--- src/design/dlct_map.svh ---
`ifndef DLCT_MAP_SVH
`define DLCT_MAP_SVH
// Register addresses on the special-function register port
`define DLCT_ADDR_RUN_FLAGS 8'h88
`define DLCT_ADDR_MODE 8'h89
`define DLCT_ADDR_FIRST_LOW 8'h8A
`define DLCT_ADDR_SECOND_LOW 8'h8B
`define DLCT_ADDR_FIRST_HIGH 8'h8C
`define DLCT_ADDR_SECOND_HIGH 8'h8D
`define DLCT_ADDR_CLOCK_CTRL 8'h8E
`define DLCT_ADDR_GATE_POL 8'hE4
// Run/flag register fields
`define DLCT_RF_SECOND_FLAG 7
`define DLCT_RF_SECOND_RUN 6
`define DLCT_RF_FIRST_FLAG 5
`define DLCT_RF_FIRST_RUN 4
// Mode register fields (second timer in the upper nibble)
`define DLCT_MD_GATE 3
`define DLCT_MD_CSEL 2
// Clock control fields
`define DLCT_CK_SECOND_SEL 3
`define DLCT_CK_FIRST_SEL 2
// Gate polarity bits in the external interrupt configuration register
`define DLCT_GP_FIRST 3
`define DLCT_GP_SECOND 7
`define DLCT_RESET_BYTE 8'h00
// Prescale divisors
`define DLCT_DIV_12 12
`define DLCT_DIV_4 4
`define DLCT_DIV_48 48
`define DLCT_DIV_EXT 8
`endif

--- src/design/dlct_pkg.sv ---
package dlct_pkg;
  typedef enum logic [1:0] {
    DLCT_MODE_13BIT,
    DLCT_MODE_16BIT,
    DLCT_MODE_RELOAD8,
    DLCT_MODE_SPLIT
  } dlct_mode_t;

  typedef struct packed {
    logic gate_en;
    logic counter_sel;
    dlct_mode_t mode;
  } dlct_tcfg_t;

  typedef struct packed {
    logic wr;
    logic rd;
    logic [7:0] addr;
    logic [7:0] wdata;
  } dlct_sfr_req_t;
endpackage : dlct_pkg

--- src/design/dlct_timers.sv ---
`timescale 1ns/1ps
`default_nettype none
`include "dlct_map.svh"
module dlct_timers (
  input wire logic i_clk_sys,
  input wire logic i_reset_n,
  input wire dlct_pkg::dlct_sfr_req_t i_sfr,
  output logic [7:0] o_sfr_rdata,
  output logic o_sfr_hit,
  input wire logic i_first_count_pin,
  input wire logic i_second_count_pin,
  input wire logic i_first_gate_input,
  input wire logic i_second_gate_input,
  input wire logic i_ext_clock,
  input wire logic i_first_irq_ack,
  input wire logic i_second_irq_ack,
  input wire logic i_first_irq_enable,
  input wire logic i_second_irq_enable,
  output logic o_first_irq,
  output logic o_second_irq,
  output logic o_second_overflow_pulse,
  output logic o_timer3_high_clock_sel,
  output logic o_timer3_low_clock_sel,
  output logic o_timer2_high_clock_sel,
  output logic o_timer2_low_clock_sel
);
  import dlct_pkg::*;

  logic [7:0] timer_clock_control_r;
  logic [7:0] timer_mode_reg_r;
  logic [7:0] ext_irq_config_r;
  logic first_run_bit_r;
  logic second_run_bit_r;
  logic first_overflow_flag_r;
  logic second_overflow_flag_r;
  logic [7:0] first_count_low_r;
  logic [7:0] first_count_high_r;
  logic [7:0] second_count_low_r;
  logic [7:0] second_count_high_r;
  logic [7:0] first_low_nxt;
  logic [7:0] first_high_nxt;
  logic [7:0] second_low_nxt;
  logic [7:0] second_high_nxt;
  logic [7:0] rdata_nxt;
  logic first_ovf;
  logic split_high_ovf;
  logic second_ovf;
  logic [2:0] sync_level;
  logic [2:0] sync_fall;
  logic ext_fall;
  logic pre_tick;
  dlct_tcfg_t first_cfg;
  dlct_tcfg_t second_cfg;
  logic first_step;
  logic second_step;
  logic split_high_step;
  logic first_split;
  logic wr_run_flags;

  function automatic logic gate_open(input logic run, input logic gate_en,
                                     input logic level, input logic pol);
    gate_open = run && (!gate_en || (level == pol));
  endfunction : gate_open

  // Timer-function step: every clock or prescaler tick; counter: pin fall
  function automatic logic step_src(input logic counter_sel, input logic clk_sel,
                                    input logic tick, input logic pin_fall);
    if (counter_sel) step_src = pin_fall;
    else step_src = clk_sel ? 1'b1 : tick;
  endfunction : step_src

  function automatic logic [8:0] inc8(input logic [7:0] v);
    inc8 = {1'b0, v} + 9'h001;
  endfunction : inc8

  // Runs a full timer step; returns {ovf, high, low}
  function automatic logic [16:0] advance(input dlct_mode_t mode, input logic [7:0] lo,
                                          input logic [7:0] hi);
    logic [16:0] r;
    logic [12:0] c13;
    logic [16:0] c16;
    logic [8:0] n;
    r = {1'b0, hi, lo};
    n = inc8(lo);
    c13 = 13'h0000;
    c16 = 17'h00000;
    case (mode)
      DLCT_MODE_13BIT: begin
        c13 = {hi, lo[4:0]} + 13'h0001;
        r = {(c13 == 13'h0000), c13[12:5], lo[7:5], c13[4:0]};
      end
      DLCT_MODE_16BIT: begin
        c16 = {1'b0, hi, lo} + 17'h00001;
        r = c16;
      end
      DLCT_MODE_RELOAD8: begin
        if (lo == 8'hFF) r = {1'b1, hi, hi};
        else r = {1'b0, hi, n[7:0]};
      end
      default: begin
        r = {n[8], hi, n[7:0]};
      end
    endcase
    advance = r;
  endfunction : advance

  dlct_edge_sync #(
    .WIDTH(3)
  ) u_sync (
    .i_clk_sys(i_clk_sys),
    .i_reset_n(i_reset_n),
    .i_async({i_ext_clock, i_second_gate_input, i_first_gate_input}),
    .o_level(sync_level),
    .o_fall(sync_fall)
  );

  logic [1:0] pin_fall;
  dlct_edge_sync #(
    .WIDTH(2)
  ) u_pin_sync (
    .i_clk_sys(i_clk_sys),
    .i_reset_n(i_reset_n),
    .i_async({i_second_count_pin, i_first_count_pin}),
    .o_level(),
    .o_fall(pin_fall)
  );
  assign ext_fall = sync_fall[2];

  dlct_prescaler u_pre (
    .i_clk_sys(i_clk_sys),
    .i_reset_n(i_reset_n),
    .i_prescale_code(timer_clock_control_r[1:0]),
    .i_ext_clk_fall(ext_fall),
    .o_tick(pre_tick)
  );

  assign first_cfg = dlct_tcfg_t'(timer_mode_reg_r[3:0]);
  assign second_cfg = dlct_tcfg_t'(timer_mode_reg_r[7:4]);
  assign first_split = (first_cfg.mode == DLCT_MODE_SPLIT);

  assign first_step = gate_open(first_run_bit_r, first_cfg.gate_en, sync_level[0],
                                ext_irq_config_r[`DLCT_GP_FIRST])
                      && step_src(first_cfg.counter_sel,
                                  timer_clock_control_r[`DLCT_CK_FIRST_SEL],
                                  pre_tick, pin_fall[0]);
  // Split high byte: timer function only, under the second run bit
  assign split_high_step = first_split && second_run_bit_r
                           && step_src(1'b0, timer_clock_control_r[`DLCT_CK_FIRST_SEL],
                                       pre_tick, 1'b0);

  always_comb begin
    if (second_cfg.mode == DLCT_MODE_SPLIT) second_step = 1'b0;
    else if (first_split)
      second_step = step_src(1'b0, timer_clock_control_r[`DLCT_CK_SECOND_SEL],
                             pre_tick, 1'b0);
    else
      second_step = gate_open(second_run_bit_r, second_cfg.gate_en, sync_level[1],
                              ext_irq_config_r[`DLCT_GP_SECOND])
                    && step_src(second_cfg.counter_sel,
                                timer_clock_control_r[`DLCT_CK_SECOND_SEL],
                                pre_tick, pin_fall[1]);
  end

  assign wr_run_flags = i_sfr.wr && (i_sfr.addr == `DLCT_ADDR_RUN_FLAGS);

  always_comb begin
    logic [16:0] a;
    logic [8:0] h;
    a = advance(first_cfg.mode, first_count_low_r, first_count_high_r);
    h = inc8(first_count_high_r);
    first_low_nxt = first_count_low_r;
    first_high_nxt = first_count_high_r;
    first_ovf = 1'b0;
    split_high_ovf = 1'b0;
    if (first_step) begin
      first_low_nxt = a[7:0];
      if (!first_split) first_high_nxt = a[15:8];
      first_ovf = a[16];
    end
    if (split_high_step) begin
      first_high_nxt = h[7:0];
      split_high_ovf = h[8];
    end
    // Software write lands after counting: the written value wins
    if (i_sfr.wr && i_sfr.addr == `DLCT_ADDR_FIRST_LOW) first_low_nxt = i_sfr.wdata;
    if (i_sfr.wr && i_sfr.addr == `DLCT_ADDR_FIRST_HIGH) first_high_nxt = i_sfr.wdata;
  end

  always_comb begin
    logic [16:0] a;
    a = advance(second_cfg.mode, second_count_low_r, second_count_high_r);
    second_low_nxt = second_count_low_r;
    second_high_nxt = second_count_high_r;
    second_ovf = 1'b0;
    if (second_step) begin
      second_low_nxt = a[7:0];
      second_high_nxt = a[15:8];
      second_ovf = a[16];
    end
    if (i_sfr.wr && i_sfr.addr == `DLCT_ADDR_SECOND_LOW) second_low_nxt = i_sfr.wdata;
    if (i_sfr.wr && i_sfr.addr == `DLCT_ADDR_SECOND_HIGH) second_high_nxt = i_sfr.wdata;
  end

  // Counts only change by counting or by direct writes, never by run
  always_ff @(posedge i_clk_sys or negedge i_reset_n) begin
    if (!i_reset_n) begin
      first_count_low_r <= `DLCT_RESET_BYTE;
      first_count_high_r <= `DLCT_RESET_BYTE;
      second_count_low_r <= `DLCT_RESET_BYTE;
      second_count_high_r <= `DLCT_RESET_BYTE;
    end else begin
      first_count_low_r <= first_low_nxt;
      first_count_high_r <= first_high_nxt;
      second_count_low_r <= second_low_nxt;
      second_count_high_r <= second_high_nxt;
    end
  end

  always_ff @(posedge i_clk_sys or negedge i_reset_n) begin
    if (!i_reset_n) begin
      timer_clock_control_r <= `DLCT_RESET_BYTE;
      timer_mode_reg_r <= `DLCT_RESET_BYTE;
      ext_irq_config_r <= `DLCT_RESET_BYTE;
    end else if (i_sfr.wr) begin
      case (i_sfr.addr)
        `DLCT_ADDR_CLOCK_CTRL: timer_clock_control_r <= i_sfr.wdata;
        `DLCT_ADDR_MODE: timer_mode_reg_r <= i_sfr.wdata;
        `DLCT_ADDR_GATE_POL: ext_irq_config_r <= i_sfr.wdata;
        default: ;
      endcase
    end
  end

  always_ff @(posedge i_clk_sys or negedge i_reset_n) begin
    if (!i_reset_n) begin
      first_run_bit_r <= 1'b0;
      second_run_bit_r <= 1'b0;
    end else if (wr_run_flags) begin
      first_run_bit_r <= i_sfr.wdata[`DLCT_RF_FIRST_RUN];
      second_run_bit_r <= i_sfr.wdata[`DLCT_RF_SECOND_RUN];
    end
  end

  // Hardware set wins over software clear and vector acknowledge
  always_ff @(posedge i_clk_sys or negedge i_reset_n) begin
    if (!i_reset_n) begin
      first_overflow_flag_r <= 1'b0;
      second_overflow_flag_r <= 1'b0;
    end else begin
      if (first_ovf) first_overflow_flag_r <= 1'b1;
      else if (i_first_irq_ack) first_overflow_flag_r <= 1'b0;
      else if (wr_run_flags) first_overflow_flag_r <= i_sfr.wdata[`DLCT_RF_FIRST_FLAG];
      if (split_high_ovf || (second_ovf && !first_split)) second_overflow_flag_r <= 1'b1;
      else if (i_second_irq_ack) second_overflow_flag_r <= 1'b0;
      else if (wr_run_flags) second_overflow_flag_r <= i_sfr.wdata[`DLCT_RF_SECOND_FLAG];
    end
  end

  always_comb begin
    rdata_nxt = 8'h00;
    case (i_sfr.addr)
      `DLCT_ADDR_RUN_FLAGS: rdata_nxt = {second_overflow_flag_r, second_run_bit_r,
                                         first_overflow_flag_r, first_run_bit_r, 4'h0};
      `DLCT_ADDR_MODE: rdata_nxt = timer_mode_reg_r;
      `DLCT_ADDR_FIRST_LOW: rdata_nxt = first_count_low_r;
      `DLCT_ADDR_SECOND_LOW: rdata_nxt = second_count_low_r;
      `DLCT_ADDR_FIRST_HIGH: rdata_nxt = first_count_high_r;
      `DLCT_ADDR_SECOND_HIGH: rdata_nxt = second_count_high_r;
      `DLCT_ADDR_CLOCK_CTRL: rdata_nxt = timer_clock_control_r;
      `DLCT_ADDR_GATE_POL: rdata_nxt = ext_irq_config_r;
      default: rdata_nxt = 8'h00;
    endcase
  end

  // Read data registered: valid the cycle after the read strobe
  always_ff @(posedge i_clk_sys or negedge i_reset_n) begin
    if (!i_reset_n) begin
      o_sfr_rdata <= 8'h00;
      o_sfr_hit <= 1'b0;
      o_second_overflow_pulse <= 1'b0;
    end else begin
      o_sfr_rdata <= i_sfr.rd ? rdata_nxt : 8'h00;
      // Only decoded addresses answer; the rest of the page stays silent
      o_sfr_hit <= i_sfr.rd && ((i_sfr.addr >= `DLCT_ADDR_RUN_FLAGS
                                 && i_sfr.addr <= `DLCT_ADDR_CLOCK_CTRL)
                                || i_sfr.addr == `DLCT_ADDR_GATE_POL);
      o_second_overflow_pulse <= second_ovf;
    end
  end

  assign o_first_irq = first_overflow_flag_r && i_first_irq_enable;
  assign o_second_irq = second_overflow_flag_r && i_second_irq_enable;
  assign o_timer3_high_clock_sel = timer_clock_control_r[7];
  assign o_timer3_low_clock_sel = timer_clock_control_r[6];
  assign o_timer2_high_clock_sel = timer_clock_control_r[5];
  assign o_timer2_low_clock_sel = timer_clock_control_r[4];
  // Software must preload the high byte, the reload value, before enabling reload mode
endmodule : dlct_timers
`default_nettype wire

--- src/design/dlct_edge_sync.sv ---
`timescale 1ns/1ps
`default_nettype none
module dlct_edge_sync #(
  parameter int WIDTH = 4
) (
  input wire logic i_clk_sys,
  input wire logic i_reset_n,
  input wire logic [WIDTH-1:0] i_async,
  output logic [WIDTH-1:0] o_level,
  output logic [WIDTH-1:0] o_fall
);
  logic [WIDTH-1:0] meta_r;
  logic [WIDTH-1:0] sync_r;
  logic [WIDTH-1:0] prev_r;

  initial begin
    if (WIDTH < 1) $error("dlct_edge_sync: WIDTH must be positive");
  end

  // First stage feeds only the second stage
  always_ff @(posedge i_clk_sys or negedge i_reset_n) begin
    if (!i_reset_n) begin
      meta_r <= '0;
      sync_r <= '0;
      prev_r <= '0;
    end else begin
      meta_r <= i_async;
      sync_r <= meta_r;
      prev_r <= sync_r;
    end
  end

  assign o_level = sync_r;
  assign o_fall = prev_r & ~sync_r;
endmodule : dlct_edge_sync
`default_nettype wire

--- src/design/dlct_prescaler.sv ---
`timescale 1ns/1ps
`default_nettype none
`include "dlct_map.svh"
module dlct_prescaler (
  input wire logic i_clk_sys,
  input wire logic i_reset_n,
  input wire logic [1:0] i_prescale_code,
  input wire logic i_ext_clk_fall,
  output logic o_tick
);
  import dlct_pkg::*;
  logic [5:0] cnt_r;
  logic [5:0] limit;
  logic step;

  always_comb begin
    case (i_prescale_code)
      2'b00: limit = 6'(`DLCT_DIV_12 - 1);
      2'b01: limit = 6'(`DLCT_DIV_4 - 1);
      2'b10: limit = 6'(`DLCT_DIV_48 - 1);
      default: limit = 6'(`DLCT_DIV_EXT - 1);
    endcase
  end

  // External clock only advances on its synchronised falling edges
  assign step = (i_prescale_code == 2'b11) ? i_ext_clk_fall : 1'b1;

  always_ff @(posedge i_clk_sys or negedge i_reset_n) begin
    if (!i_reset_n) begin
      cnt_r <= '0;
    end else if (step) begin
      cnt_r <= (cnt_r >= limit) ? 6'h00 : cnt_r + 6'h01;
    end
  end

  assign o_tick = step && (cnt_r >= limit);
endmodule : dlct_prescaler
`default_nettype wire

--- config.mk ---
export PLATFORM = sky130hd
export DESIGN_NAME = dlct_timers
export DESIGN_NICKNAME = d
export VERILOG_FILES = /design/src/design/dlct_pkg.sv /design/src/design/dlct_timers.sv /design/src/design/dlct_edge_sync.sv /design/src/design/dlct_prescaler.sv
export VERILOG_INCLUDE_DIRS = /design/src /design/src/design
export SDC_FILE = /design/constraint.sdc
export NUM_CORES = 1
export LEC_CHECK = 0
export BUFFER_PORTS_ARGS = -buffer_cell sky130_fd_sc_hd__buf_2
export CAP_MARGIN = 10
export CORE_MARGIN = 4
export CORE_UTILIZATION = 40
export DETAILED_ROUTE_END_ITERATION = 6
export PLACE_DENSITY_LB_ADDON = 0.2
export SETUP_SLACK_MARGIN = 0.2
export SYNTH_ARGS = -nofsm -noshare
export SYNTH_HDL_FRONTEND = slang
export SYNTH_SLANG_ARGS = --single-unit
--- constraint.sdc ---
create_clock -name i_clk_sys -period 8.25 [get_ports i_clk_sys]
set_clock_uncertainty 0.2 [all_clocks]
set_input_delay 1.2375 -clock i_clk_sys [delete_from_list [all_inputs] [get_ports i_clk_sys]]
set_output_delay 1.2375 -clock i_clk_sys [all_outputs]
set_load 0.03 [all_outputs]
# Word level (Yosys, flattened, before mapping)

Cells that the tools add are included.

Add/subtract/negate cells: 8
Reductions and logical operators: 44
Equal/unequal tests: 26
Bitwise logic cells: 4
Muxes and demuxes: 36
Magnitude comparators: 3

Operators with widths:

| kind                  | number |
|---|---|
| $pmux 17 s3           | 2 |
| $mux 8                | 11 |
| $eq 8x8->1 const B    | 10 |
| $pmux 8 s8            | 1 |
| $add 16x1->17 const B | 2 |
| $mux 17               | 2 |
| $add 8x1->9 const B   | 3 |
| $add 13x1->13 const B | 2 |
| $logic_not 13->1      | 2 |
| $mux 1                | 18 |
| $pmux 6 s3            | 1 |
| $logic_and 1x1->1     | 17 |
| $eq 2x2->1 const B    | 6 |
| $reduce_bool 3->1     | 4 |
| $reduce_and 2->1      | 5 |
| $ge 8x8->1 const B    | 1 |
| $le 8x8->1 const B    | 1 |
| $add 6x1->6 const B   | 1 |
| $eq 2x1->1 const B    | 3 |
| $ge 6x6->1            | 1 |
| $logic_not 2->1       | 3 |
| $mux 6                | 1 |
| $ne 2x2->1 const B    | 3 |
| $reduce_bool 2->1     | 3 |
| other kinds (12)      | 18 |

Output and inout bits: 16
Word-level logic and storage cells: 144
Register bits after elaboration: 91

# Logic depth before layout (Yosys ltp)

Depth in word-level cells: 15
Gate-level depth with buffers: 10
Gate-level depth less buffers: 8

# Hierarchy

A second synthesis with hierarchy kept.

Cells, all modules: 666
Area, all modules: 6,099.6 um^2

Modules (own cells, without submodules):

| module                       | instances | area an instance (um^2) | cells an instance |
|---|---|---|---|
| dlct_timers                  | 1         | 5,248.8                 | 601 |
| dlct_prescaler               | 1         | 406.6                   | 45 |
| dlct_edge_sync at u_sync     | 1         | 266.5                   | 12 |
| dlct_edge_sync at u_pin_sync | 1         | 177.7                   | 8 |

# Worst setup path before layout

OpenSTA, ideal clock, no wires.

Kind: input port to flip-flop
Start point: in i_sfr[12] in the netlist's numbering
End point: reg timer_mode_reg_r[0]
Stages on the path: 6
Path buffers: 1
Slack: 5.063 ns
Data required time: 7.925 ns
Data arrival time: 2.863 ns
Cell sequence: or4b_4 or2_1 buf_2 nor3_4 nand2_4 mux2_2

Cells in the longest elaborated chain, start to end: 2

RTL lines:

| what                       | line               | source |
|---|---|---|
| start: declaration         | dlct_timers.sv:7   | `input wire dlct_pkg::dlct_sfr_req_t i_sfr,` |
| $eq 8x8->1                 | dlct_timers.sv:225 | `case (i_sfr.addr)` |
| $reduce_and 2->1 (no line) | --                 |  |
| end signal: assignment     | dlct_timers.sv:222 | `` timer_mode_reg_r <= `DLCT_RESET_BYTE; `` |
| end signal: assignment     | dlct_timers.sv:227 | `` `DLCT_ADDR_MODE: timer_mode_reg_r <= i_sfr.wdata; `` |
| end: declaration           | dlct_timers.sv:30  | `logic [7:0] timer_mode_reg_r;` |

Every way passes these cells.
A chain may end at the register's enable or synchronous reset.

# Worst setup path in the final report

Start point: reg timer_clock_control_r[0]
End point: reg first_count_high_r[1]

Cells in the longest elaborated chain, start to end: 9
Elaborated cells on any way between the ends: 19
Those cells by class: 1 x order compare; 5 x eq/ne; 6 x mux; 7 x reduce/logical

RTL lines:

| what                               | line                 | source |
|---|---|---|
| start: declaration                 | dlct_timers.sv:29    | `logic [7:0] timer_clock_control_r;` |
| start signal: assignment           | dlct_timers.sv:221   | `` timer_clock_control_r <= `DLCT_RESET_BYTE; `` |
| start signal: assignment           | dlct_timers.sv:226   | `` `DLCT_ADDR_CLOCK_CTRL: timer_clock_control_r <= i_sfr.wdata; `` |
| $eq 2x2->1 (tied with other cells) | dlct_prescaler.sv:17 | `case (i_prescale_code)` |
| $pmux 6 s3                         | dlct_prescaler.sv:17 |  |
| $ge 6x6->1                         | dlct_prescaler.sv:36 | `assign o_tick = step && (cnt_r >= limit);` |
| $logic_and 1x1->1 (*)              | dlct_prescaler.sv:36 |  |
| $mux 1 (*)                         | dlct_timers.sv:69    | `else step_src = clk_sel ? 1'b1 : tick;` |
| $mux 1                             | dlct_timers.sv:68    | `if (counter_sel) step_src = pin_fall;` |
| $logic_and 1x1->1                  | dlct_timers.sv:141   | `assign first_step = gate_open(first_run_bit_r, first_cfg.gate_en, sync_level[0],` |
| $reduce_bool 3->1 (no line)        | --                   |  |
| $reduce_and 4->1 (no line)         | --                   |  |
| end signal: assignment             | dlct_timers.sv:208   | `` first_count_high_r <= `DLCT_RESET_BYTE; `` |
| end signal: assignment             | dlct_timers.sv:213   | `first_count_high_r <= first_high_nxt;` |
| end: declaration                   | dlct_timers.sv:37    | `logic [7:0] first_count_high_r;` |

Mark *: on every way between the ends. The rest lies on a longest branch, timed or not.

==> results by stage <==
Run status:
- The flow ran to the end, and the final reports show no timing, DRC or antenna violations.

Floorplan:
- The die is between 100 and 150 um tall.
- The die footprint is 16,400 sq um.
- After floorplanning, the core was divided into 43 placement rows.
- 45 I/O pins were placed.
- The core region is about 14,000 sq um.
- For this configuration, the core starts out at a cell density of 41.1%.
- The die is 128 um wide.

Route:
- The average via count per standard cell is 6.30.
- The detailed router finished its first iteration with ~620 violations.
- The number of antenna-violating nets in the routed design is 0.
- The wire length reported by the detailed router is 18,400 um.
- The mean routed wirelength per cell is 21.7 um.
- Summing over every cut layer, the via total after detailed routing is 5,346.
- The total DRC errors in the routed layout is 0.
- The number of detailed-routing iterations run before antenna repair is 6.

Logic synthesis:
- The multiplexer share of the synthesized area is 8.83%.
- The sequential area share after synthesis is 38.7%.
- Summing the areas of all compound-gate instances in the mapped netlist gives 20.4% of the synthesized area.
- The commonest cells after synthesis are 89 x dfrtp_1, 70 x nand2_1, 52 x nor2_1.
- When the netlist entered floorplanning its net count stood at 691.
- The simple-gate area share of the yosys netlist is 23.2%.
- The top cell type by area accounts for about 39% of the synthesized area.
- After synthesis, the cell types taking the most area are dfrtp_1 39%, mux2_2 5.9%, nand2_1 4.6%.
- The cell with the most instances after synthesis is dfrtp_1.
- The post-synthesis cell area is around 5800 sq um.
- The gate count of the mapped netlist is 653.
- The cell type with the largest total area after synthesis is dfrtp_1.
- For this run, asynchronously set or reset flops after synthesis account for 100%.
- Yosys printed 0 warnings.
- After Yosys synthesis, full adders, half adders and majority gates account for 1.96% of the synthesized area.
- The dominant combinational cell family by area after synthesis is simple AND/OR/NAND/NOR gates.
- The dominant register cell in the synthesized netlist is dfrtp_1.
- The number of synthesized register bits is 89.
- The count of flip-flops with a built-in enable after synthesis is 0.
- The XOR/XNOR share of the synthesized area is 2.59%.
- Averaged over all synthesized cells, the footprint is 8.81 sq um.
- The post-synthesis cell type count is 74.

Finish:
- The area growth from synthesis to layout is 9.81%.
- The repair_antennas step left the layout with diodes totalling 0.
- Leaving out filler cells and counting taps, the final layout contains 848.
- The footprint of the flip-flops and latches is 2230 sq um.
- The area occupied by multi-input gates is 3270 sq um.
- The number of fillers in the final layout is 1,401.
- For this run, the post-layout net count is between 700 and 800.
- The finished cells cover 6320 sq um.
- The fraction of layout cells with a size suffix above 1 is 15.7%.

Clock tree:
- In this run, CTS created clock tree buffers numbering 9.
- Clock-pin slew was measured on the worst setup and hold paths at 70 ps.
- The clock root buffer is clkbuf_16.
- Clock latency on the worst-skew pair, taken at its later pin, is 350 ps.
- The longest clock path from root to sink contains 2 buffers.
- The number of sinks on the clock net is ~90.
- TritonCTS built the clock tree.
- In this run the post-CTS setup repair buffer count came out at 0.
- The depth of the CTS H-tree is 3.
- The count of hold buffers inserted by post-cts repair is 0.
- The number of instances resized during post-cts repair is 0.

Worst setup path:
- For this design, the slowest cell found on the critical path is a211o_1.
- Walking the worst path, the cells encountered are nand2b_1, ha_1, o21a_1, a311oi_1, a211o_1, o21ai_0, o21ai_0, o21ai_0.
- Of all nets on the critical path, the largest fanout is 20.
- The critical path in this run is classified as reg2reg.
- The critical path launch point type is a flip-flop.
- The data arrival time at the worst-slack endpoint is 3480 ps.
- The most numerous cell type found on the critical path is o21ai_0.
- The maximum single-stage delay on the critical path is between 600 and 700 ps.
- The setup check on the worst reg-to-reg path leaves a slack of around 4800 ps.
- The worst endpoint required time is roughly 8300 ps.
- The element type at the critical path end is a flip-flop.

GRT:
- The wire length of the first global-routing pass is 29,100 um.
- The maximum number of pins on one net before global-route repair is 74.
- The initial antenna violation count is 0.
- The via count of the first global-routing pass is 5,142.
- The total routing resource utilization after global routing is 23.0%.
- After global routing the overflow that remains totals 0.

STA:
- The number of max-slew violations in the final report was 0.
- The achievable frequency is 290 MHz.
- Setup violations remaining at the end of the flow were counted as 0.
- The count of final hold-check violations is 0.
- The post-layout minimum cycle time is between 3000 and 4000 ps.
- Dividing the final minimum period by the clock period gives 41.8%.
- Setup repair after global routing left no endpoint under its margin.
- The actual transition at the worst max-transition pin is 959 ps.
- The final sum of negative setup slack is 0 ps.
- The post-layout worst setup margin is 4800 ps.
- In this run the tightest slew margin relative to its limit is between 30 and 40%.
- The worst slack on hold paths is 150 ps.

Placement:
- After detailed placement, the design holds a cell count of 832.
- Routability-driven placement finished with a final weighted congestion of roughly 0.96.
- The post-placement setup slack is 4620 ps.
- The number of port buffers is 44.
- The total placed instance area is 6020 sq um.
- The post-detailed-placement half-perimeter wirelength is 13,300 um.

Power and ir drop:
- In this run the static leakage power is about 0.0026 uW.
- In this run the power density over the cells is 228 nW/um^2.
- The worst-case IR drop observed on VDD is 101 uV.

Job:
- The max-cap check violation count is 0.

Hold path:
- The path class of the tightest hold or removal check is reg2reg.
## worst max-delay path, delay by kind of cell, from the launching register on
kind | cells | cell delay (ps)
AND/OR/NAND/NOR | 1 | 180
AO/OA/AOI/OAI | 6 | 2190
flip-flops | 1 | 440
adder cells (fa/ha/maj) | 1 | 330
## final timing paths
check                                         start                     end  cells after the start
max reg2reg                timer_clock_control_r[0]   first_count_high_r[1]                      8
min reg2reg                    u_pin_sync.meta_r[1]   u_pin_sync.o_level[1]                      0
max in group asynchronous                 i_reset_n         first_run_bit_r                      2
min in group asynchronous                 i_reset_n  second_count_high_r[1]                      1
min                            u_pin_sync.meta_r[1]   u_pin_sync.o_level[1]                      0
max                        timer_clock_control_r[0]   first_count_high_r[1]                      8
## report_power, final
group / internal (uW) / switching, uW / total, uW / leakage [uW]
logic: 168 / 240 / 409 / 0.00135
registers: 488 / 125 / 613 / 0.00109
clock network: 237 / 182 / 419 / 0.000137
## placed cells by master (no fill, tap or decap), drive strengths merged, types with 14 or more instances in the layout
| cell | n |
|---|---|
| dfrtp | 89 |
| nand2 | 71 |
| nor2 | 54 |
| buf | 45 |
| nand3 | 36 |
| o21ai | 34 |
| mux2 | 30 |
| a21oi | 26 |
| a31oi | 20 |
| inv | 19 |
| mux2i | 17 |
| a22oi | 15 |
| nor3 | 14 |
## flip-flops by register name, indices dropped and copies added (netlist names), 2 cells and up
signal / flops
ext_irq_config_r: 8
first_count_high_r: 8
first_count_low_r: 8
o_sfr_rdata: 8
second_count_high_r: 8
second_count_low_r: 8
timer_clock_control_r: 8
timer_mode_reg_r: 8
u_pre.cnt_r: 6
u_sync.meta_r: 3
u_sync.o_level: 3
u_pin_sync.meta_r: 2
u_pin_sync.o_level: 2
u_pin_sync.prev_r: 2
## through the flow
stage	total power (uW)	utilization, %
3_5_place_dp	1020	43.0
5_1_grt	1530	45.2
3_3_place_gp	1010	43.0
6_report	1440	45.2
2_1_floorplan	890	-
4_1_cts	1440	45.2
## cell families after synthesis
| logic type | after synthesis |
|---|---|
| AO/OA/AOI/OAI | 170 |
| buffers and inverters | 63 |
| adder cells (fa/ha/maj) | 9 |
| multiplexers | 47 |
| AND/OR/NAND/NOR | 258 |
| flip-flops | 89 |
| XOR/XNOR | 17 |
## layout make-up
type / count / share of cell area, %
clock buffer: 11 / 3.68
clock inverter: 5 / 0.990
inverter: 17 / 1.01
multi-input combinational: 501 / 51.8
sequential: 89 / 35.3
tap: 180 / 3.57
timing repair buffer: 45 / 3.65
## routing by layer
metal,track usage [%],share of wire (%)
met5,0,0
met4,10.1,3.9
met3,4.33,6.5
met2,37.2,48
met1,30.1,41
(Power assumes the default switching activity.)
